$ cat config.mk
export PLATFORM = sky130hd
export DESIGN_NAME = hslc_loop_ctrl
export DESIGN_NICKNAME = d
export VERILOG_FILES = /design/src/verilog/hslc_pkg.sv /design/src/verilog/hslc_loop_ctrl.sv
export VERILOG_INCLUDE_DIRS = /design/src /design/src/verilog
export SDC_FILE = /design/constraint.sdc
export NUM_CORES = 1
export LEC_CHECK = 0
export BUFFER_PORTS_ARGS = -buffer_cell sky130_fd_sc_hd__buf_2
export CORE_MARGIN = 2
export CORE_UTILIZATION = 50
export DETAILED_ROUTE_END_ITERATION = 8
export GPL_ROUTABILITY_DRIVEN = 1
export HOLD_SLACK_MARGIN = 0.02
export PLACE_DENSITY = 0.72
export SETUP_SLACK_MARGIN = 0.2
export SLEW_MARGIN = 20
export SYNTH_ARGS = -nofsm -noshare
export SYNTH_HDL_FRONTEND = slang
export SYNTH_SLANG_ARGS = --single-unit
$ cat constraint.sdc
create_clock -name clk_sys_i -period 6.3 [get_ports clk_sys_i]
set_input_delay 1.26 -clock clk_sys_i [delete_from_list [all_inputs] [get_ports clk_sys_i]]
set_output_delay 1.26 -clock clk_sys_i [all_outputs]
set_load 0.1 [all_outputs]
$ cat src/verilog/hslc_consts.svh
/*
 Offsets, field positions, reset values and timing counts of the haptic loop control block.
 Assumes a 50 MHz system clock and 32-bit classic Wishbone register access.
*/
`ifndef HSLC_CONSTS_SVH
`define HSLC_CONSTS_SVH
`define HSLC_CLK_PERIOD_NS 20
`define HSLC_OL_UNIT_NS 98490
`define HSLC_CAL_BASE_UNITS 8'h40
`define HSLC_IDX_STATUS 8'h00
`define HSLC_IDX_COMMAND 8'h0C
`define HSLC_IDX_CAL_COMP 8'h18
`define HSLC_IDX_CAL_EMF 8'h19
`define HSLC_IDX_FEEDBACK 8'h1A
`define HSLC_IDX_LOOP_CTRL 8'h1B
`define HSLC_IDX_LEVEL 8'h1C
`define HSLC_IDX_CTRL4 8'h1F
`define HSLC_IDX_OL_PERIOD 8'h20
`define HSLC_IDX_RES_PERIOD 8'h22
`define HSLC_FB_ACT_TYPE 7
`define HSLC_FB_BRAKE_LSB 4
`define HSLC_FB_LOOP_GAIN_LSB 2
`define HSLC_FB_EMF_GAIN_LSB 0
`define HSLC_LC_STARTUP_BOOST 0
`define HSLC_LC_BRAKE_STAB 1
`define HSLC_LC_DOUBLE_SAMPLE 2
`define HSLC_LC_OL_FORCE 3
`define HSLC_LC_PWM_SOURCE 4
`define HSLC_LC_ZC_TIME_LSB 5
`define HSLC_LC_SAMPLE_TIME_LSB 8
`define HSLC_LC_DRIVE_TIME_LSB 10
`define HSLC_LC_CAL_TIME_LSB 15
`define HSLC_C4_AUTO_OL 5
`define HSLC_C4_FALLBACK_LSB 2
`define HSLC_FEEDBACK_RST 8'h36
`define HSLC_LOOP_CTRL_RST 17'h05022
`define HSLC_LEVEL_RST 16'hFF3E
`define HSLC_CTRL4_RST 8'h00
`define HSLC_OL_PERIOD_RST 7'h33
`define HSLC_BOOST_HALVES 4'h4
`define HSLC_IMP_OPEN 8'hF0
`define HSLC_IMP_SHORT 8'h04
`endif

$ cat src/verilog/hslc_pkg.sv
/*
 Types of the haptic loop control block.
 Assumes the constants header is compiled alongside.
*/
package hslc_pkg;
    typedef enum logic [1:0] {
        LOOP_IDLE, LOOP_SYNC, LOOP_OPEN, LOOP_LATCHED
    } hslc_loop_type;
    typedef enum logic [1:0] {
        CAL_IDLE, CAL_RUN, CAL_DIAG
    } hslc_cal_type;
endpackage

$ cat src/verilog/hslc_loop_ctrl.sv
/*
 Haptic smart-loop control: resonance tracking, open-loop fallback, gains, calibration, diagnostics.
 Assumes back-EMF zero-cross, validity and polarity come from the analog front end as asynchronous pins,
 impedance and back-EMF magnitude codes are stable during calibration, and a classic Wishbone master.
*/
// The implementer's own choices: the Wishbone slave port and the register offsets.
`include "hslc_consts.svh"

// How it works
// - Linear mode locks on the first half cycle and tracks every back-EMF zero cross.
// - Measured resonance period is readable and updated on every zero cross while in the sync state.
// - Invalid back-EMF keeps driving open-loop at drive time minus detect time per half.
// - Auto open-loop enable latches open-loop after sync failure, with no resync.
// - Two-bit count sets tolerated non-synchronized half cycles before that latch.
// - Latched open-loop period is the seven-bit value times 98.49 us, no overdrive or brake.
// - Startup boost raises loop gain for the first half cycles of a waveform.
// - Three-bit brake factor multiplies the gain while braking.
// - Brake stabilizer halves the gain as braking nears completion.
// - Full-scale input gives rated level, one less for rated above 128; overdrive and brake clamp at the clamp setting.
// - A failed level calibration sets the diagnostic fail flag.
// - Calibration stores the resistive-loss factor and the back-EMF normalization factor.
// - Two-bit calibration time sets calibration duration.
// - Two-bit loop gain sets the controller gain.
// - Calibration writes the amplifier gain; longer sample time raises effective gain.
// - Back-EMF sampled once per period, twice when double sampling is selected.
// - Diagnostics flag an open or shorted actuator.
// - Waveform start follows actuator motion if moving, else default direction.
// - PWM-sourced open-loop commutates at input PWM frequency over 128.
// - Digital open-loop uses the open-loop period register from the internal time base.
module hslc_loop_ctrl
    import hslc_pkg::*;
#(
    parameter int OL_HALF_CYC = `HSLC_OL_UNIT_NS / (2 * `HSLC_CLK_PERIOD_NS)
) (
    input wire logic clk_sys_i,
    input wire logic reset_n_i,
    input wire logic wb_cyc_i,
    input wire logic wb_stb_i,
    input wire logic wb_we_i,
    input wire logic [7:0] wb_adr_i,
    input wire logic [3:0] wb_sel_i,
    input wire logic [31:0] wb_dat_i,
    output logic [31:0] wb_dat_o,
    output logic wb_ack_o,
    input wire logic emf_zero_cross_i,
    input wire logic emf_valid_i,
    input wire logic emf_polarity_i,
    input wire logic pwm_in_i,
    input wire logic brake_i,
    input wire logic [7:0] input_level_i,
    input wire logic [7:0] impedance_code_i,
    input wire logic [7:0] emf_magnitude_i,
    output logic drive_polarity_o,
    output logic [7:0] drive_level_o,
    output logic [7:0] loop_gain_o,
    output logic [2:0] emf_gain_eff_o,
    output logic emf_sample_o,
    output logic open_loop_o
);
    // Two-stage synchronizers for the asynchronous pins
    logic [3:0] pin_s1_q, pin_s2_q, pin_s3_q;
    logic [3:0] pin_raw;
    assign pin_raw = {pwm_in_i, emf_polarity_i, emf_valid_i, emf_zero_cross_i};
    genvar gi;
    generate
        for (gi = 0; gi < 4; gi++) begin : g_sync
            always_ff @(posedge clk_sys_i or negedge reset_n_i) begin
                if (!reset_n_i) begin
                    pin_s1_q[gi] <= 1'b0;
                    pin_s2_q[gi] <= 1'b0;
                    pin_s3_q[gi] <= 1'b0;
                end else begin
                    pin_s1_q[gi] <= pin_raw[gi];
                    pin_s2_q[gi] <= pin_s1_q[gi];
                    pin_s3_q[gi] <= pin_s2_q[gi];
                end
            end
        end
    endgenerate
    logic zc_evt, emf_ok, emf_pol, pwm_rise;
    assign zc_evt = pin_s2_q[0] ^ pin_s3_q[0];
    assign emf_ok = pin_s2_q[1];
    assign emf_pol = pin_s2_q[2];
    assign pwm_rise = pin_s2_q[3] & ~pin_s3_q[3];

    function automatic logic hit(input logic [7:0] adr, input logic [7:0] idx);
        return adr == idx;
    endfunction

    // Register file
    logic [7:0] feedback_q, feedback_d, ctrl4_q, ctrl4_d, cal_comp_q, cal_comp_d, cal_emf_q, cal_emf_d;
    logic [16:0] loop_ctrl_q, loop_ctrl_d;
    logic [15:0] level_q, level_d;
    logic [6:0] ol_period_q, ol_period_d;
    logic play_q, play_d, diag_fail_q, diag_fail_d;
    logic [1:0] cmd_start;
    logic ack_d, wr_stb;
    logic [31:0] rdat_d, wb_dat_q;
    hslc_cal_type cal_q, cal_d;
    hslc_loop_type loop_q, loop_d;
    logic [7:0] res_period_q, res_period_d;
    logic [9:0] cal_cnt_q, cal_cnt_d;
    logic half_tick;

    assign ack_d = wb_cyc_i & wb_stb_i & ~wb_ack_o;
    assign wr_stb = wb_cyc_i & wb_stb_i & wb_ack_o & wb_we_i & wb_sel_i[0];
    assign cmd_start = (wr_stb && hit(wb_adr_i, `HSLC_IDX_COMMAND)) ? wb_dat_i[2:1] : 2'b00;

    always_comb begin
        feedback_d = feedback_q;
        loop_ctrl_d = loop_ctrl_q;
        level_d = level_q;
        ctrl4_d = ctrl4_q;
        ol_period_d = ol_period_q;
        play_d = play_q;
        rdat_d = 32'h00000000;
        if (wr_stb) begin
            if (hit(wb_adr_i, `HSLC_IDX_FEEDBACK)) feedback_d = wb_dat_i[7:0];
            if (hit(wb_adr_i, `HSLC_IDX_LOOP_CTRL)) begin
                loop_ctrl_d[7:0] = wb_dat_i[7:0];
                if (wb_sel_i[1]) loop_ctrl_d[15:8] = wb_dat_i[15:8];
                if (wb_sel_i[2]) loop_ctrl_d[16] = wb_dat_i[16];
            end
            if (hit(wb_adr_i, `HSLC_IDX_LEVEL)) begin
                level_d[7:0] = wb_dat_i[7:0];
                if (wb_sel_i[1]) level_d[15:8] = wb_dat_i[15:8];
            end
            if (hit(wb_adr_i, `HSLC_IDX_CTRL4)) ctrl4_d = wb_dat_i[7:0];
            if (hit(wb_adr_i, `HSLC_IDX_OL_PERIOD)) ol_period_d = wb_dat_i[6:0];
            if (hit(wb_adr_i, `HSLC_IDX_COMMAND)) play_d = wb_dat_i[0];
        end
        // Calibration writes the amplifier gain it found
        if (cal_q == CAL_RUN && cal_d == CAL_IDLE) begin
            feedback_d[`HSLC_FB_EMF_GAIN_LSB+:2] = emf_magnitude_i[7:6] ^ 2'b11;
        end
        if (ack_d && !wb_we_i) begin
            unique case (1'b1)
                hit(wb_adr_i, `HSLC_IDX_STATUS):
                    rdat_d = {26'h0000000, open_loop_o, cal_q != CAL_IDLE, loop_q, 1'b0, diag_fail_q};
                hit(wb_adr_i, `HSLC_IDX_COMMAND): rdat_d = {29'h00000000, cal_q == CAL_DIAG, cal_q == CAL_RUN, play_q};
                hit(wb_adr_i, `HSLC_IDX_CAL_COMP): rdat_d = {24'h000000, cal_comp_q};
                hit(wb_adr_i, `HSLC_IDX_CAL_EMF): rdat_d = {24'h000000, cal_emf_q};
                hit(wb_adr_i, `HSLC_IDX_FEEDBACK): rdat_d = {24'h000000, feedback_q};
                hit(wb_adr_i, `HSLC_IDX_LOOP_CTRL): rdat_d = {15'h0000, loop_ctrl_q};
                hit(wb_adr_i, `HSLC_IDX_LEVEL): rdat_d = {16'h0000, level_q};
                hit(wb_adr_i, `HSLC_IDX_CTRL4): rdat_d = {24'h000000, ctrl4_q};
                hit(wb_adr_i, `HSLC_IDX_OL_PERIOD): rdat_d = {25'h0000000, ol_period_q};
                hit(wb_adr_i, `HSLC_IDX_RES_PERIOD): rdat_d = {24'h000000, res_period_q};
                default: rdat_d = 32'h00000000;
            endcase
        end
    end

    always_ff @(posedge clk_sys_i or negedge reset_n_i) begin
        if (!reset_n_i) begin
            feedback_q <= `HSLC_FEEDBACK_RST;
            loop_ctrl_q <= `HSLC_LOOP_CTRL_RST;
            level_q <= `HSLC_LEVEL_RST;
            ctrl4_q <= `HSLC_CTRL4_RST;
            ol_period_q <= `HSLC_OL_PERIOD_RST;
            play_q <= 1'b0;
            wb_ack_o <= 1'b0;
            wb_dat_q <= 32'h00000000;
        end else begin
            feedback_q <= feedback_d;
            loop_ctrl_q <= loop_ctrl_d;
            level_q <= level_d;
            ctrl4_q <= ctrl4_d;
            ol_period_q <= ol_period_d;
            play_q <= play_d;
            wb_ack_o <= ack_d;
            wb_dat_q <= rdat_d;
        end
    end
    assign wb_dat_o = wb_dat_q;

    // Field views
    logic is_lra, boost_en, stab_en, dbl_sample, ol_force, pwm_src, auto_ol;
    logic [2:0] brake_ratio;
    logic [1:0] loop_gain, zc_time, sample_time, cal_time, fallback_cnt;
    logic [4:0] drive_time;
    logic [7:0] rated, od_clamp;
    assign is_lra = feedback_q[`HSLC_FB_ACT_TYPE];
    assign brake_ratio = feedback_q[`HSLC_FB_BRAKE_LSB+:3];
    assign loop_gain = feedback_q[`HSLC_FB_LOOP_GAIN_LSB+:2];
    assign boost_en = loop_ctrl_q[`HSLC_LC_STARTUP_BOOST];
    assign stab_en = loop_ctrl_q[`HSLC_LC_BRAKE_STAB];
    assign dbl_sample = loop_ctrl_q[`HSLC_LC_DOUBLE_SAMPLE];
    assign ol_force = loop_ctrl_q[`HSLC_LC_OL_FORCE];
    assign pwm_src = loop_ctrl_q[`HSLC_LC_PWM_SOURCE];
    assign zc_time = loop_ctrl_q[`HSLC_LC_ZC_TIME_LSB+:2];
    assign sample_time = loop_ctrl_q[`HSLC_LC_SAMPLE_TIME_LSB+:2];
    assign drive_time = loop_ctrl_q[`HSLC_LC_DRIVE_TIME_LSB+:5];
    assign cal_time = loop_ctrl_q[`HSLC_LC_CAL_TIME_LSB+:2];
    assign rated = level_q[7:0];
    assign od_clamp = level_q[15:8];
    assign auto_ol = ctrl4_q[`HSLC_C4_AUTO_OL];
    assign fallback_cnt = ctrl4_q[`HSLC_C4_FALLBACK_LSB+:2];

    // Half-unit time base: all loop timers except the PWM-sourced divider count 49.245 us steps
    logic [12:0] tick_cnt_q, tick_cnt_d;
    always_comb begin
        half_tick = tick_cnt_q == 13'(OL_HALF_CYC - 1);
        tick_cnt_d = half_tick ? 13'h0000 : tick_cnt_q + 13'h0001;
    end
    always_ff @(posedge clk_sys_i or negedge reset_n_i) begin
        if (!reset_n_i) tick_cnt_q <= 13'h0000;
        else tick_cnt_q <= tick_cnt_d;
    end

    // Resonance loop
    logic [7:0] half_cnt_q, half_cnt_d, fb_half;
    logic [1:0] miss_q, miss_d;
    logic [5:0] pwm_div_q, pwm_div_d;
    logic [3:0] boost_q, boost_d;
    logic pol_q, pol_d, play_prev_q, flip, sample_d, sample_q;
    assign fb_half = (drive_time > {3'b000, zc_time}) ? {3'b000, drive_time - {3'b000, zc_time}} : 8'h01;

    always_comb begin
        loop_d = loop_q;
        half_cnt_d = half_cnt_q;
        miss_d = miss_q;
        pwm_div_d = pwm_div_q;
        boost_d = boost_q;
        res_period_d = res_period_q;
        flip = 1'b0;
        if (!play_q || !is_lra) begin
            loop_d = LOOP_IDLE;
            half_cnt_d = 8'h00;
            miss_d = 2'b00;
        end else if (!play_prev_q) begin
            loop_d = ol_force ? LOOP_LATCHED : LOOP_SYNC;
            half_cnt_d = 8'h00;
            boost_d = `HSLC_BOOST_HALVES;
        end else begin
            unique case (loop_q)
                LOOP_SYNC: begin
                    if (zc_evt) begin
                        res_period_d = half_cnt_q + {7'h00, half_tick};
                        half_cnt_d = 8'h00;
                        miss_d = 2'b00;
                        flip = 1'b1;
                        if (boost_q != 4'h0) boost_d = boost_q - 4'h1;
                    end else if (half_tick) begin
                        half_cnt_d = half_cnt_q + 8'h01;
                        if (half_cnt_d >= fb_half) begin
                            half_cnt_d = 8'h00;
                            flip = 1'b1;
                            if (auto_ol && miss_q == fallback_cnt) loop_d = LOOP_LATCHED;
                            else if (!emf_ok) loop_d = LOOP_OPEN;
                            else miss_d = miss_q + 2'b01;
                        end
                    end
                end
                LOOP_OPEN: begin
                    if (zc_evt && emf_ok) begin
                        loop_d = LOOP_SYNC;
                        half_cnt_d = 8'h00;
                        flip = 1'b1;
                    end else if (half_tick) begin
                        half_cnt_d = half_cnt_q + 8'h01;
                        if (half_cnt_d >= fb_half) begin
                            half_cnt_d = 8'h00;
                            flip = 1'b1;
                        end
                    end
                end
                LOOP_LATCHED: begin
                    if (ol_force && pwm_src) begin
                        if (pwm_rise) begin
                            pwm_div_d = pwm_div_q + 6'h01;
                            flip = pwm_div_q == 6'h3F;
                        end
                    end else if (half_tick) begin
                        // Half-unit steps, so one period is the register value in whole units
                        half_cnt_d = half_cnt_q + 8'h01;
                        if (half_cnt_d >= {1'b0, ol_period_q}) begin
                            half_cnt_d = 8'h00;
                            flip = 1'b1;
                        end
                    end
                end
                default: begin
                    loop_d = LOOP_IDLE;
                end
            endcase
        end
        pol_d = flip ? ~pol_q : pol_q;
        if (play_q && !play_prev_q) pol_d = emf_ok ? emf_pol : 1'b0;
        sample_d = flip && (dbl_sample || pol_d);
    end

    always_ff @(posedge clk_sys_i or negedge reset_n_i) begin
        if (!reset_n_i) begin
            loop_q <= LOOP_IDLE;
            half_cnt_q <= 8'h00;
            miss_q <= 2'b00;
            pwm_div_q <= 6'h00;
            boost_q <= 4'h0;
            res_period_q <= 8'h00;
            pol_q <= 1'b0;
            play_prev_q <= 1'b0;
            sample_q <= 1'b0;
        end else begin
            loop_q <= loop_d;
            half_cnt_q <= half_cnt_d;
            miss_q <= miss_d;
            pwm_div_q <= pwm_div_d;
            boost_q <= boost_d;
            res_period_q <= res_period_d;
            pol_q <= pol_d;
            play_prev_q <= play_q;
            sample_q <= sample_d;
        end
    end

    // Calibration and diagnostics
    logic [9:0] cal_len;
    logic cal_bad, diag_bad;
    assign cal_len = {`HSLC_CAL_BASE_UNITS, 2'b00} >> (2'h3 - cal_time);
    assign diag_bad = impedance_code_i >= `HSLC_IMP_OPEN || impedance_code_i < `HSLC_IMP_SHORT;
    assign cal_bad = diag_bad || emf_magnitude_i == 8'h00;
    always_comb begin
        cal_d = cal_q;
        cal_cnt_d = cal_cnt_q;
        cal_comp_d = cal_comp_q;
        cal_emf_d = cal_emf_q;
        // A new fault outranks a clear by the same start command
        diag_fail_d = (cmd_start != 2'b00) ? 1'b0 : diag_fail_q;
        unique case (cal_q)
            CAL_IDLE: begin
                cal_cnt_d = 10'h000;
                if (cmd_start[0]) cal_d = CAL_RUN;
                else if (cmd_start[1]) cal_d = CAL_DIAG;
            end
            CAL_RUN: begin
                if (half_tick) cal_cnt_d = cal_cnt_q + 10'h001;
                if (cal_cnt_q >= cal_len) begin
                    cal_d = CAL_IDLE;
                    cal_comp_d = impedance_code_i;
                    cal_emf_d = emf_magnitude_i;
                    if (cal_bad) diag_fail_d = 1'b1;
                end
            end
            CAL_DIAG: begin
                if (half_tick) cal_cnt_d = cal_cnt_q + 10'h001;
                if (cal_cnt_q >= 10'h004) begin
                    cal_d = CAL_IDLE;
                    if (diag_bad) diag_fail_d = 1'b1;
                end
            end
            default: cal_d = CAL_IDLE;
        endcase
    end
    always_ff @(posedge clk_sys_i or negedge reset_n_i) begin
        if (!reset_n_i) begin
            cal_q <= CAL_IDLE;
            cal_cnt_q <= 10'h000;
            cal_comp_q <= 8'h00;
            cal_emf_q <= 8'h00;
            diag_fail_q <= 1'b0;
        end else begin
            cal_q <= cal_d;
            cal_cnt_q <= cal_cnt_d;
            cal_comp_q <= cal_comp_d;
            cal_emf_q <= cal_emf_d;
            diag_fail_q <= diag_fail_d;
        end
    end

    // Drive level and gain
    logic [15:0] scaled;
    logic [10:0] gain_w;
    logic [7:0] level_d2, gain_d, level_q2, gain_q;
    logic [2:0] emf_eff_d, emf_eff_q;
    logic closed;
    assign closed = loop_q != LOOP_LATCHED;
    always_comb begin
        scaled = input_level_i * rated;
        level_d2 = scaled[15:8] + {7'h00, scaled[7]};
        gain_w = {9'h000, loop_gain} + 11'h001;
        if (boost_en && boost_q != 4'h0) gain_w = gain_w << 1;
        if (closed && brake_i) begin
            gain_w = gain_w * ({8'h00, brake_ratio} + 11'h001);
            // Small input means the brake has almost stopped the actuator
            if (stab_en && input_level_i < 8'h20) gain_w = gain_w >> 1;
        end
        gain_d = (gain_w > 11'h0FF) ? 8'hFF : gain_w[7:0];
        // Overdrive and brake run at the clamp, never beyond it
        if (closed && (brake_i || (boost_q != 4'h0 && play_q))) level_d2 = od_clamp;
        if (level_d2 > od_clamp) level_d2 = od_clamp;
        if (!play_q) level_d2 = 8'h00;
        emf_eff_d = {1'b0, feedback_q[`HSLC_FB_EMF_GAIN_LSB+:2]} + {1'b0, sample_time};
    end
    always_ff @(posedge clk_sys_i or negedge reset_n_i) begin
        if (!reset_n_i) begin
            level_q2 <= 8'h00;
            gain_q <= 8'h00;
            emf_eff_q <= 3'h0;
        end else begin
            level_q2 <= level_d2;
            gain_q <= gain_d;
            emf_eff_q <= emf_eff_d;
        end
    end

    assign drive_level_o = level_q2;
    assign loop_gain_o = gain_q;
    assign emf_gain_eff_o = emf_eff_q;
    assign emf_sample_o = sample_q;
    assign drive_polarity_o = pol_q;
    assign open_loop_o = loop_q == LOOP_LATCHED || loop_q == LOOP_OPEN;
endmodule

Word-level counts from Yosys, hierarchy flattened:

Cells that the tools add are included.

* add/subtract/negate cells: 13
* $mul: 2
* div/mod/pow operators: 0
* magnitude comparators: 10
* equal/unequal tests: 32
* shift-type cells: 1
* multiplexer cells: 74
* bitwise logic cells: 12
* reduce and logical (&&, ||, !) cells: 57

Operators by type and width (number)
* one-hot mux 17 bit (10 select lines): 1
* 2-to-1 mux 8 bit: 13
* 2-to-1 mux 2 bit: 25
* == test 8 x 5 -> 1 bit (second input constant): 6
* != test 4 bit (second input constant): 6
* one-hot mux 8 bit (3 select lines): 1
* 2-to-1 mux 11 bit: 2
* 2-to-1 mux 4 bit: 5
* one-hot mux 10 bit (2 select lines): 1
* 2-to-1 mux 1 bit: 18
* AND reduction 2 bit: 9
* 2-to-1 mux 17 bit: 1
* adder 8 x 1 -> 8 bit: 2
* == test 8 x 6 -> 1 bit (second input constant): 2
* zero test 8 bit: 2
* multiplier 8 x 8 -> 16 bit: 1
* nonzero test 2 bit: 7
* adder 13 x 1 -> 13 bit (second input constant): 1
* == test 13 x 12 -> 1 bit (second input constant): 1
* logical AND 1 bit: 13
* 2-to-1 mux 13 bit: 1
* one-hot mux 2 bit (3 select lines): 2
* AND reduction 3 bit: 4
* AND reduction 6 bit: 2
* 48 further kinds: 75

* register bits: 194
* latch bits: 0
* memory bits (writable): 0
* memory bits (read-only): 0
* input bits: 78
* output and inout port bits: 55
* word-level logic and storage cells: 241
* memories: 0

Depth between registers and ports, before layout:

Gate-level depths: netlist of run 1.

* word-level depth: 13
* mapped depth: 31
* gate-level depth less buffers: 29

Least setup slack after synthesis of run 1:

Ideal clock, no wire load.

* kind: input to register
* from: input input_level_i[5]
* to: register level_q2[6] (netlist: drive_level_o[6])
* setup time: 0.104 ns
* arrival time: 7.560 ns
* required time: 6.196 ns
* setup slack: -1.363 ns
* cell stages on the path: 26
* buffers on the path: 1
* cells stage by stage: clkbuf_1 -> nand2_1 -> fa_1 -> fa_1 -> inv_1 -> fa_1 -> fa_1 -> ha_1 -> a2111oi_0 -> o21ai_1 -> a311o_2 -> and3_1 -> ha_1 -> and2_1 -> and4bb_1 -> mux2i_1 -> xor2_1 -> o21ai_0 -> ha_1 -> and3_1 -> nand4_1 -> and2_0 -> a31oi_1 -> nor2b_1 -> or4b_1 -> o311ai_1

* word-level cells in the longest chain between the ends: 6

Ends and longest elaborated chain
* from (decl): line hslc_loop_ctrl.sv:50 `input wire logic [7:0] input_level_i,`
* multiplier 8 x 8 -> 16 bit *: line hslc_loop_ctrl.sv:379 `scaled = input_level_i * rated;`
* adder 8 x 1 -> 8 bit *: line hslc_loop_ctrl.sv:380 `level_d2 = scaled[15:8] + {7'h00, scaled[7]};`
* 2-to-1 mux 8 bit *: line hslc_loop_ctrl.sv:390 `if (closed && (brake_i || (boost_q != 4'h0 && play_q))) level_d2 = od_clamp;`
* > comparator 8 bit: line hslc_loop_ctrl.sv:391 `if (level_d2 > od_clamp) level_d2 = od_clamp;`
* 2-to-1 mux 8 bit *: line hslc_loop_ctrl.sv:391
* 2-to-1 mux 8 bit *: line hslc_loop_ctrl.sv:392 `if (!play_q) level_d2 = 8'h00;`
* via level_d2[6]: line hslc_loop_ctrl.sv:374 `logic [7:0] level_d2, gain_d, level_q2, gain_q;`
* to (signal assigned): line hslc_loop_ctrl.sv:401 `level_q2 <= level_d2;`
* to (decl): line hslc_loop_ctrl.sv:374

Mark *: on every way through the listed nets, which the timed path passes. The rest lies on a longest branch.
A chain may end at the register's enable or synchronous reset.

Worst setup path in the final report of run 1:

* from: input input_level_i[3]
* to: register level_q2[6] (netlist: drive_level_o[6])

Same word-level chain as after synthesis.

==> summary.txt, run 1 <==
Hold path
  – Hold Crit Depth: 0
  – HP Class: flip-flop to flip-flop
  – Min-Delay Startpoint: pin_s1_q[1]

Setup path
  – CP Launch Point: input_level_i[3]
  – Worst r2r src: level_q[4]
  – Critical path endpoint: drive_level_o[6]
  – Worst Setup End Kind: flip-flop
  – Top cell by count, worst path: fa_1
  – CP Class: input pin to flip-flop
  – Critical Path RT: ~6600 ps
  – FF-to-FF End: drive_level_o[6]
  – WP data arrival: between 7000 and 8000 ps
  – Worst Setup Start Kind: input pin
  – CP max-delay cell: fa_1
  – FF-to-FF path depth: 25
  – CP max FO: 7
  – Setup slack, reg-to-reg: -350 ps
  – Crit-path max cell delay: 560 ps

Outcome
  – Failing checks: negative setup slack
  – Status: finished with violations

Power
  – Flop pwr share: about half
  – Internal Pwr Total: ~0.0018 W
  – Power Density: between 150 and 200 nW/um^2
  – Peak VDD IR: roughly 0.17 mV
  – Combinational share of power: under 10%
  – PnR Total Power: roughly 0.0024 W
  – NetSw: between 0.0006 and 0.0007 W
  – Clk network pwr share: approximately 45%
  – Sw frac: ~25%
  – Leak Pwr: between 7 and 8 nW

Final layout
  – Fill cell count: between 1,500 and 2,000
  – Area of the multi-input gates: around 7200 um^2
  – Register Area: ~4500 um^2
  – Layout cell share with drive strength beyond 1: 28.02%
  – P&R area growth vs syn: 18.92%
  – Non-filler cells, final: about 1,700
  – Final nets: between 1,500 and 2,000

GRT
  – Largest net degree at the start of global routing: approximately 110
  – Routing usage on met2: 40.15%
  – Gr busiest metal: met2
  – Tot GR Track Use: between 20% and 30%
  – GR Layer Usage met1: between 30% and 40%
  – First-pass GRT wire length: about 48,000 um
  – Gr ovfl total: 0
  – Grt met3 use: 4.049%
  – Vias in the first global route: 9,552
  – Initial antenna violation count: 1

Timing
  – Fin worst setup slack: -638.9 ps
  – Slew Limit Fails: 0
  – FMAX: roughly 0.14 GHz
  – RSZ-0062 raised after global routing: true
  – Final number of setup-violating endpoints: 8
  – TNS Setup: -4022 ps
  – Final worst path period share: 110.1%
  – Worst Max-Slew Pin Slew: ~1100 ps
  – Fin Clk Skew: roughly 16 ps
  – Crit path time final: around 7000 ps
  – Final hold vios: 0
  – Slew HR: a little over a quarter

Logic synthesis
  – Yosys reg bits: between 150 and 200
  – Synthesis Warnings: 0
  – Most used DFF post-synth: dfrtp_1
  – Post-synth top area cell: dfrtp_1
  – Synth Instances: approximately 1,200
  – Fraction of the yosys area taken by sequential cells: between 30% and 40%
  – Synth Area per Inst: 10.02 um^2
  – Post-synth EDFFs: 0
  – Asr flop ratio synth: between 90% and 100%
  – Synth area leaders: dfrtp_1 (32%), ha_1 (9.7%), fa_1 (6.8%)
  – Yosys cell types: 80
  – Syn Std Cell Area: ~12,000 um^2
  – Synth top area share: between 30 and 40%

Drt
  – Via Count: between 9,000 and 10,000
  – Initial DRC count: around 560
  – WL per Instance: between 15 and 20 um
  – Routed Antenna Nets: 0
  – DRC Markers: 0
  – Drt total wl: approximately 30,000 um
  – Via-to-Cell Ratio: between 5 and 6
  – First-pass DRT Iterations: 8

Place
  – Final HPWL from detailed placement: about 23,000 um
  – Inst Count DP: 1,648
  – Placer congestion estimate: slightly above 0.9
  – Port bufs: roughly 100

Clock network
  – # clock sinks: 179
  – CTS tree: done
  – Htree depth: 4
  – Clk slew on worst S/H paths: around 70 ps
  – CTS Buf Count: 17
  – Root buffer cell: clkbuf_16
  – Clk buf depth: 2
  – Worst-Skew Late Latency: between 400 and 500 ps

Floorplanning
  – Die ar.: between 20,000 and 30,000 um^2
  – Rows: 56
  – Initial Util: 51.08%
  – Die width: ~160 um
  – Ports: between 100 and 150
  – CORE AREA: approximately 23,000 um^2
  – Die Height: 158.9 um

Job
  – MaxCap Viol Count: 0
==> power by group through the flow <==
stage               combinational (W)  sequential [W]  clock [W]
finish                       0.000170         0.00116    0.00107
global route                 0.000182         0.00116    0.00114
CTS                          0.000167         0.00116    0.00109
detailed placement           0.000160         0.00118          0
global placement             0.000159         0.00118          0
floorplan                   0.0000783         0.00120          0
==> placed cells by master, fill, tap and decap left out, types with 45 or more instances in the layout <==
cell and instances:
and2_1 51, buf_2 95, buf_4 83, dfrtp_1 154
ha_1 87, inv_1 81, mux2_2 69, nand2_1 112
nor2_1 70, o21ai_0 45
==> critical path, delay by kind of cell <==
| kind | cells | cell delay [ps] |
|---|---|---|
| XOR/XNOR | 1 | 170 |
| adder cells (fa/ha/maj) | 7 | 2820 |
| multiplexers | 1 | 220 |
| AND/OR/NAND/NOR | 6 | 1330 |
| AO/OA/AOI/OAI | 6 | 940 |
| buffers and inverters | 5 | 520 |
==> metal layers <==
| metal | up-vias | wire length (um) |
|---|---|---|
| met1 | 4675 | 12120 |
| met3 | 81 | 1800 |
| met5 | - | 0 |
| li1 | 4472 | - |
| met2 | 294 | 14680 |
| met4 | 0 | 1295 |
==> what timing repair did <==
| item | 4_1_cts | 5_1_grt |
|---|---|---|
| setup endpoints to repair | 8 | 8 |
| pin swaps | 33 | 16 |
| buffers inserted | 10 | 3 |
| hold buffers | 0 | 0 |
| cloned | 1 | 0 |
| gates resized for setup | 46 | 29 |
==> logic make-up after synthesis <==
logic type / Yosys count / share of synthesized area [%]
xor gates and xnor gates: 56 / 4.091
muxes: 85 / 8.129
and+or+nand+nor: 390 / 16.63
adders and majority gates: 134 / 16.55
buffers and inverters: 140 / 4.925
other: 1 / 0.03128
AOI/OAI and AO/OA: 212 / 12.02
DFF: 179 / 37.62
==> Yosys cell counts, types with 7 or more instances <==
| cell | n |
|---|---|
| dfrtp_1 | 154 |
| nand2_1 | 117 |
| ha_1 | 93 |
| inv_1 | 84 |
| nor2_1 | 73 |
| mux2_2 | 69 |
| and2_1 | 58 |
| o21ai_0 | 54 |
| a21oi_1 | 41 |
| fa_1 | 41 |
| xnor2_1 | 35 |
| clkbuf_1 | 32 |
| nand3_1 | 32 |
| dfstp_2 | 25 |
| xor2_1 | 21 |
| and3_1 | 18 |
| buf_4 | 15 |
| a22oi_1 | 14 |
| nor2b_1 | 14 |
| a31oi_1 | 13 |
| mux2i_1 | 13 |
| nand4_1 | 13 |
| a21o_1 | 12 |
| nand2b_1 | 12 |
| a211oi_1 | 10 |
| a22o_1 | 9 |
| nor3_1 | 9 |
| a222oi_1 | 7 |
| buf_2 | 7 |
==> per-stage QoR <==
stage / setup slack [ps] / hold slack (ps) / utilization [%] / area [um^2]
floorplan: -927.2 / 331.2 / - / 12120
global placement: -1174 / 333.6 / 56.63 / 13290
detailed placement: -1343 / 334.7 / 56.63 / 13290
CTS: -604.4 / 349.4 / 60.13 / 14110
global route: -870.6 / 358.2 / 60.74 / 14260
finish: -638.9 / 348.4 / 60.75 / 14260
==> registers in the layout (all words and copies together) (netlist names), 3 cells and up <==
| signal | cells |
|---|---|
| loop_ctrl_q | 17 |
| wb_dat_o | 17 |
| level_q | 16 |
| tick_cnt_q | 13 |
| cal_cnt_q | 10 |
| cal_comp_q | 8 |
| cal_emf_q | 8 |
| ctrl4_q | 8 |
| drive_level_o | 8 |
| feedback_q | 8 |
| half_cnt_q | 8 |
| loop_gain_o | 8 |
| res_period_q | 8 |
| ol_period_q | 7 |
| pwm_div_q | 6 |
| boost_q | 4 |
| pin_s1_q | 4 |
| emf_gain_eff_o | 3 |
==> worst min path at each step <==
stage             endpoint
2_1_floorplan       emf_ok
3_3_place_gp   pin_s2_q[3]
3_5_place_dp        emf_ok
4_1_cts             emf_ok
5_1_grt            emf_pol
6_report            emf_ok
==> layout make-up <==
type	count	share of cell area, %
antenna	1	0.01755
clock buffer	19	3.036
clock inverter	12	1.027
inverter	84	2.211
multi-input combinational	892	50.68
sequential	179	31.63
tap	319	2.799
timing repair buffer	188	8.600
Power figures use the tool's default switching activity.
==> inputs of run 2 (changes only) <==
--- a/config.mk
+++ b/config.mk
@@ -6,6 +6,7 @@
 export SDC_FILE = /design/constraint.sdc
 export NUM_CORES = 1
 export LEC_CHECK = 0
+export ABC_AREA = 1
 export BUFFER_PORTS_ARGS = -buffer_cell sky130_fd_sc_hd__buf_2
 export CORE_MARGIN = 2
 export CORE_UTILIZATION = 50
@@ -13,6 +14,7 @@
 export GPL_ROUTABILITY_DRIVEN = 1
 export HOLD_SLACK_MARGIN = 0.02
 export PLACE_DENSITY = 0.72
+export REMOVE_ABC_BUFFERS = 1
 export SETUP_SLACK_MARGIN = 0.2
 export SLEW_MARGIN = 20
 export SYNTH_ARGS = -nofsm -noshare
==> run 2 against run 1 <==
Against the previous run: clock skew down 7.3 ps; total power is 0.61% higher; non-clock buffer count shrank 8; die area rose by 3.3%; final cell count grew 24%; the run now ends clean; flip-flop and latch count is the same.
==> summary.txt, run 2 <==
Floorplanning
  – Rows: 57 (+1.8%)
  – Die ar.: 26,080 um^2 (+3.3%)
  – Ports: 133 (unchanged)
  – Die width: 161.5 um (+1.7%)
  – Initial Util: 50.99% (-0.092 points)
  – CORE AREA: 24,320 um^2 (+3.6%)
  – Die Height: 161.5 um (+1.7%)

Clock network
  – Clk buf depth: 2 (unchanged)
  – Worst-Skew Late Latency: 430 ps (about the same)
  – CTS Buf Count: 17 (unchanged)
  – Post-cts hold buffer count: 0 (unchanged)
  – # clock sinks: 179 (unchanged)
  – CTS tree: done
  – Htree depth: 4 (unchanged)
  – Clk slew on worst S/H paths: 70 ps (about the same)
  – Root buffer cell: clkbuf_16

Job
  – MaxCap Viol Count: 0 (unchanged)

Final layout
  – Most frequent cells in the layout: nand2_1 (336), inv_1 (319), dfrtp_1 (154)
  – Commonest non-fill, non-tap cell in the layout: nand2_1
  – P&R area growth vs syn: 19.99%
  – Layout cell share with drive strength beyond 1: 19.77% (-8.2 points)
  – Final nets: 1,974 (+25%)

GRT
  – Tot GR Track Use: 25.15% (+1.2 points)
  – Initial antenna violation count: 4 (+3)
  – Vias in the first global route: 10,780 (+13%)
  – First-pass GRT wire length: 52,250 um (+8.1%)
  – Largest net degree at the start of global routing: 126 (+14%)
  – Gr ovfl total: 0 (unchanged)

Drt
  – WL per Instance: 15.61 um (-12%)
  – Via-to-Cell Ratio: 5.262 (-6.4%)
  – Routed Antenna Nets: 0 (unchanged)
  – Initial DRC count: 815 (+46%)
  – First-pass DRT Iterations: 7 (-1)
  – DRC Markers: 0 (unchanged)
  – Drt total wl: 32,840 um (+9.8%)
  – Via Count: 11,070 (+16%)

Logic synthesis
  – Synth top area share: 31.08% (-1.1 points)
  – Syn Std Cell Area: 12,400 um^2 (+3.4%)
  – Yosys cell types: 57 (-29%)
  – Synth area leaders: dfrtp_1 (31%), nand2_1 (11%), inv_1 (10%)
  – Post-synth EDFFs: 0 (unchanged)
  – Yosys reg bits: 179 (unchanged)
  – Asr flop ratio synth: 100.0% (unchanged)
  – Fraction of the yosys area taken by sequential cells: 36.37% (-1.2 points)
  – Synth Area per Inst: 7.789 um^2 (-22%)
  – Post-synth top area cell: dfrtp_1
  – Most common cell in the netlist: nand2_1
  – Most used DFF post-synth: dfrtp_1
  – Synthesis Warnings: 0 (unchanged)
  – Synth cell count leaders: nand2_1 (356), inv_1 (332), dfrtp_1 (154), o21ai_0 (122), nor2_1 (121)
  – Synth Instances: 1,592 (+33%)

Setup path
  – Crit-path max cell delay: 560 ps (about the same)
  – CP max-delay cell: fa_1
  – CP max FO: 7 (unchanged)
  – Worst Setup End Kind: flip-flop
  – CP Class: input pin to flip-flop
  – WP data arrival: 6620 ps (-660 ps)
  – Worst Setup Start Kind: input pin
  – Critical Path RT: 6620 ps (-20 ps)

Power
  – Leak Pwr: 7.992 nW (+14%)
  – Power Density: 162.2 nW/um^2 (-3.6%)
  – Peak VDD IR: 0.1746 mV (+1.6%)

Timing
  – Hold WS: 345.8 ps (-2.599 ps)
  – Slew HR: 33.37% (+6.7 points)
  – Final worst path period share: 99.99% (-10 points)
  – RSZ-0062 raised after global routing: true
  – Fin Clk Skew: 8.458 ps (-7.259 ps)
  – Crit path time final: 6299 ps (-639.9 ps)
  – Final hold vios: 0 (unchanged)
  – Worst Max-Slew Pin Slew: 991.9 ps (-104.8 ps)
  – Final number of setup-violating endpoints: 0 (-8)
  – TNS Setup: 0 ps (+4022 ps)
  – Slew Limit Fails: 0 (unchanged)
  – FMAX: 0.1588 GHz (+10%)

Place
  – Placer congestion estimate: 0.9253 (-0.39%)
  – Final HPWL from detailed placement: 24,240 um (+7.2%)
  – Port bufs: 101 (unchanged)

Hold path
  – HP Class: flip-flop to flip-flop

Outcome
  – Status: completed
[run 2: critical path, delay by kind of cell]
kind	cells	cell delay, ps
AO/OA/AOI/OAI	3	530
adder cells (fa/ha/maj)	6	2630
buffers and inverters	11	990
AND/OR/NAND/NOR	12	1200
[run 2: area by class of cell]
class | instances | area [um^2]
multi-input cells | 1049 | 6940
diodes | 4 | 10.01
clock buffers | 25 | 485.5
clock inverters | 7 | 95.09
inverters | 335 | 1262
fillers | 2083 | 9440
flip-flops and latches | 179 | 4511
well taps | 324 | 405.4
repair buffers | 180 | 1170
[run 2: path summary, 6_finish.rpt]
path | cells after the start | slack, ps | end | start
worst max register to register | 29 | 270 | drive_level_o[4] | level_q[3]
max in group asynchronous | 2 | 4580 | loop_ctrl_q[13] | reset_n_i
worst min-delay path | 0 | 350 | emf_pol | pin_s1_q[2]
worst max-delay path | 32 | 0.9 | drive_level_o[4] | input_level_i[1]
min in group asynchronous | 1 | 730 | pin_s1_q[3] | reset_n_i
worst min register to register | 0 | 350 | emf_pol | pin_s1_q[2]
[run 2: repair_timing]
action | 4_1_cts | 5_1_grt
resized for setup | 53 | 82
pin swaps | 40 | 56
hold endpoints to repair | 0 | 0
setup endpoints to repair | 8 | 8
gates cloned | 1 | 0
buffers inserted | 14 | 11
[run 2: layer usage]
| metal | wire length (um) | global-route usage, % | vias to the layer above | share of wire [%] |
|---|---|---|---|---|
| met5 | 9 | 0 | - | 0.027 |
| met4 | 1036 | 9.862 | 2 | 3.2 |
| met3 | 1536 | 3.698 | 73 | 4.7 |
| met2 | 16420 | 43.16 | 328 | 50 |
| met1 | 13830 | 32.11 | 5296 | 42 |
| li1 | - | - | 5368 | - |
[run 2: per-stage QoR]
step | total power (W) | instances | setup slack [ps] | util, % | instance area, um^2
2_1_floorplan | 0.001273 | 1562 | -77.48 | - | 12210
3_3_place_gp | 0.001350 | 2040 | -603.0 | 55.64 | 13530
3_5_place_dp | 0.001352 | 2040 | -770.0 | 55.64 | 13530
4_1_cts | 0.002418 | 2087 | 205.8 | 59.43 | 14450
5_1_grt | 0.002490 | 2101 | -207.3 | 61.16 | 14870
6_report | 0.002414 | 2103 | 0.9197 | 61.18 | 14880
[run 2: cells by family (layout without fill, tap and decap cells)]
group	count (synthesis)	after routing	synth area share [%]
flops	179	179	36.37
fa+ha+maj	134	134	16.00
mux	9	9	0.8173
compound gates	253	253	12.00
other cells	1	19	0.03024
buf+inv	379	547	12.08
simple gates	605	606	20.44
xor+xnor	32	32	2.260
[run 2: where the power goes]
part           leakage, nW  switching, W  internal (W)
Sequential            2.28    0.00000521       0.00116
Combinational         5.43      0.000136     0.0000467
Clock                0.282      0.000446      0.000619
Total                 7.99      0.000588       0.00183
==> inputs of run 3 (changes only) <==
--- a/config.mk
+++ b/config.mk
@@ -7,11 +7,12 @@
 export NUM_CORES = 1
 export LEC_CHECK = 0
 export ABC_AREA = 1
-export BUFFER_PORTS_ARGS = -buffer_cell sky130_fd_sc_hd__buf_2
+export BUFFER_PORTS_ARGS = -buffer_cell sky130_fd_sc_hd__buf_4
 export CORE_MARGIN = 2
 export CORE_UTILIZATION = 50
 export DETAILED_ROUTE_END_ITERATION = 8
 export GPL_ROUTABILITY_DRIVEN = 1
+export GPL_TIMING_DRIVEN = 0
 export HOLD_SLACK_MARGIN = 0.02
 export PLACE_DENSITY = 0.72
 export REMOVE_ABC_BUFFERS = 1
==> constraint.sdc (replaced) <==
create_clock -name clk_sys_i -period 6.3 [get_ports clk_sys_i]
set_input_delay 0.315 -clock clk_sys_i [delete_from_list [all_inputs] [get_ports clk_sys_i]]
set_output_delay 0.315 -clock clk_sys_i [all_outputs]
set_load 0.1 [all_outputs]
==> run 3 against run 2 <==
Against the previous run: flip-flop and latch count stayed put; core utilization is 1.3 points lower; clock skew is 4.8 ps higher; setup slack better by 370 ps; final cell count is 2.5% lower; clock-buffer cell count is 3 lower; die area stayed put; sequential power hardly changed; cell area is 2.0% lower; sequential share of layout area is 0.65 points higher.
==> summary.txt, run 3 (synthesized netlist as in run 2, its figures left out) <==
Outcome
  – Status: completed

Clock network
  – Root buffer cell: clkbuf_16
  – Htree depth: 4 (unchanged)
  – CTS Buf Count: 17 (unchanged)
  – CTS tree: done
  – # clock sinks: 179 (unchanged)
  – Clk buf depth: 2 (unchanged)
  – Clk slew on worst S/H paths: 70 ps (about the same)
  – Worst-Skew Late Latency: 430 ps (about the same)

Setup path
  – Top cell by count, worst path: nand2_1
  – Critical Path RT: 6630 ps (about the same)
  – FF-to-FF path depth: 30 (+3.4%)
  – WP data arrival: 6260 ps (-360 ps)
  – Worst Setup Start Kind: flip-flop
  – CP max FO: 5 (-2)
  – Worst Setup End Kind: flip-flop
  – WP depth: 30 (-6.3%)
  – Cell family with most CP delay: adder cells
  – CP max-delay cell: dfstp_2
  – CP Class: flip-flop to flip-flop
  – Worst path buffer plus inverter count: 5 (-6)
  – Crit-path max cell delay: 570 ps (about the same)

Power
  – Leak Pwr: 7.767 nW (-2.8%)
  – Peak VDD IR: 0.1582 mV (-9.4%)
  – Power Density: 166.2 nW/um^2 (+2.5%)
  – PnR Total Power: 0.002423 W (+0.38%)

Drt
  – Routed Antenna Nets: 0 (unchanged)
  – DRC Markers: 0 (unchanged)
  – WL per Instance: 15.54 um (-0.45%)
  – Via-to-Cell Ratio: 5.256 (-0.11%)
  – Drt total wl: 31,880 um (-2.9%)
  – First-pass DRT Iterations: 5 (-2)
  – Initial DRC count: 692 (-15%)
  – Via Count: 10,780 (-2.6%)

Timing
  – TNS Setup: 0 ps (unchanged)
  – Slew Limit Fails: 0 (unchanged)
  – Final hold vios: 0 (unchanged)
  – FMAX: 0.1685 GHz (+6.2%)
  – Final number of setup-violating endpoints: 0 (unchanged)
  – Fin Clk Skew: 13.22 ps (+4.765 ps)
  – Worst Max-Slew Pin Slew: 1087 ps (+95.54 ps)
  – Final worst path period share: 94.19% (-5.8 points)
  – RSZ-0062 raised after global routing: false
  – Crit path time final: 5934 ps (-365.2 ps)
  – Slew HR: 26.95% (-6.4 points)

Floorplanning
  – Die width: 161.5 um (unchanged)
  – Rows: 57 (unchanged)
  – CORE AREA: 24,320 um^2 (unchanged)
  – Initial Util: 50.99% (unchanged)
  – Ports: 133 (unchanged)
  – Die ar.: 26,080 um^2 (unchanged)
  – Die Height: 161.5 um (unchanged)

Hold path
  – Hold Crit Depth: 3 (+3)
  – HP Class: input pin to flip-flop

Place
  – Port bufs: 101 (unchanged)
  – Placer congestion estimate: 0.9074 (-1.9%)
  – Final HPWL from detailed placement: 24,120 um (-0.48%)
  – Inst Count DP: 1,988 (-2.5%)

Final layout
  – Commonest non-fill, non-tap cell in the layout: nand2_1
  – Layout cell share with drive strength beyond 1: 15.06% (-4.7 points)
  – Util after Layout: 59.93% (-1.3 points)
  – Most frequent cells in the layout: nand2_1 (345), inv_1 (329), dfrtp_1 (152)
  – P&R area growth vs syn: 17.54%
  – Final nets: 1,925 (-2.5%)
  – Non-filler cells, final: 2,051 (-2.5%)

GRT
  – Initial antenna violation count: 0 (-4)
  – Vias in the first global route: 10,420 (-3.3%)
  – Tot GR Track Use: 24.58% (-0.58 points)
  – Gr ovfl total: 0 (unchanged)
  – Largest net degree at the start of global routing: 102 (-19%)
  – First-pass GRT wire length: 51,140 um (-2.1%)

Job
  – MaxCap Viol Count: 0 (unchanged)
run 3: changes by cell type in the layout (fill, tap and decap cells not counted), sizes merged:
cell	previous run	this run
buf	179	126
clkbuf	26	22
clkinv	4	3
clkinvlp	1	4
diode	4	1
dlygate4sd3	0	5
inv	335	336
run 3: worst register-to-register path, delay by kind of cell, from the launching register on:
kind                     cells  cell delay, ps
AND/OR/NAND/NOR             11            1100
buffers and inverters        5             420
adder cells (fa/ha/maj)      7            2790
AO/OA/AOI/OAI                6             850
flip-flops                   1             570
XOR/XNOR                     1             140
run 3: per-layer routing:
layer / GRT usage (%) / wire, um
met5: 0 / 0
met1: 31.95 / 13400
met2: 41.51 / 15540
met4: 9.578 / 1143
met3: 3.647 / 1804
run 3: worst paths after layout:
path,end,from,slack (ps)
hold / removal,loop_ctrl_q[7],wb_dat_i[7],110
setup reg to reg,drive_level_o[5],level_q[2],370
max in group asynchronous,level_q[14],reset_n_i,4910
setup / recovery,drive_level_o[5],level_q[2],370
min in group asynchronous,pwm_div_q[0],reset_n_i,460
hold reg to reg,pin_s2_q[3],pin_s1_q[3],350
run 3: where the power goes:
| part | switching (W) | internal (W) |
|---|---|---|
| Combinational | 0.000133 | 0.0000481 |
| Sequential | 0.00000517 | 0.00116 |
| Clock | 0.000466 | 0.000611 |
run 3: repair_timing:
action	in CTS	in global routing
gates cloned	1	0
endpoints found under the setup margin	8	8
gates resized for setup	5	70
hold buffers	5	0
pin swaps	1	38
endpoints found under the hold margin	77	0
setup buffers	10	14
run 3: area by class of cell:
cell class | instances | area [um^2]
flip-flops and latches | 179 | 4513
repair buffers | 131 | 1042
well taps | 324 | 405.4
inverters | 335 | 1260
clock inverters | 10 | 123.9
multi-input cells | 1049 | 6764
clock buffers | 22 | 464.2
fillers | 2135 | 9744
diodes | 1 | 2.502
run 3: metrics by stage:
step           worst slack [ps]  cell area, um^2  hold slack, ps
6_report                  366.1            14580           107.5
5_1_grt                   44.26            14570           99.24
4_1_cts                   204.7            14150           99.28
3_5_place_dp             -36.95            13420           335.5
3_3_place_gp             -8.955            13380           332.5
2_1_floorplan             650.2            12210           19.41
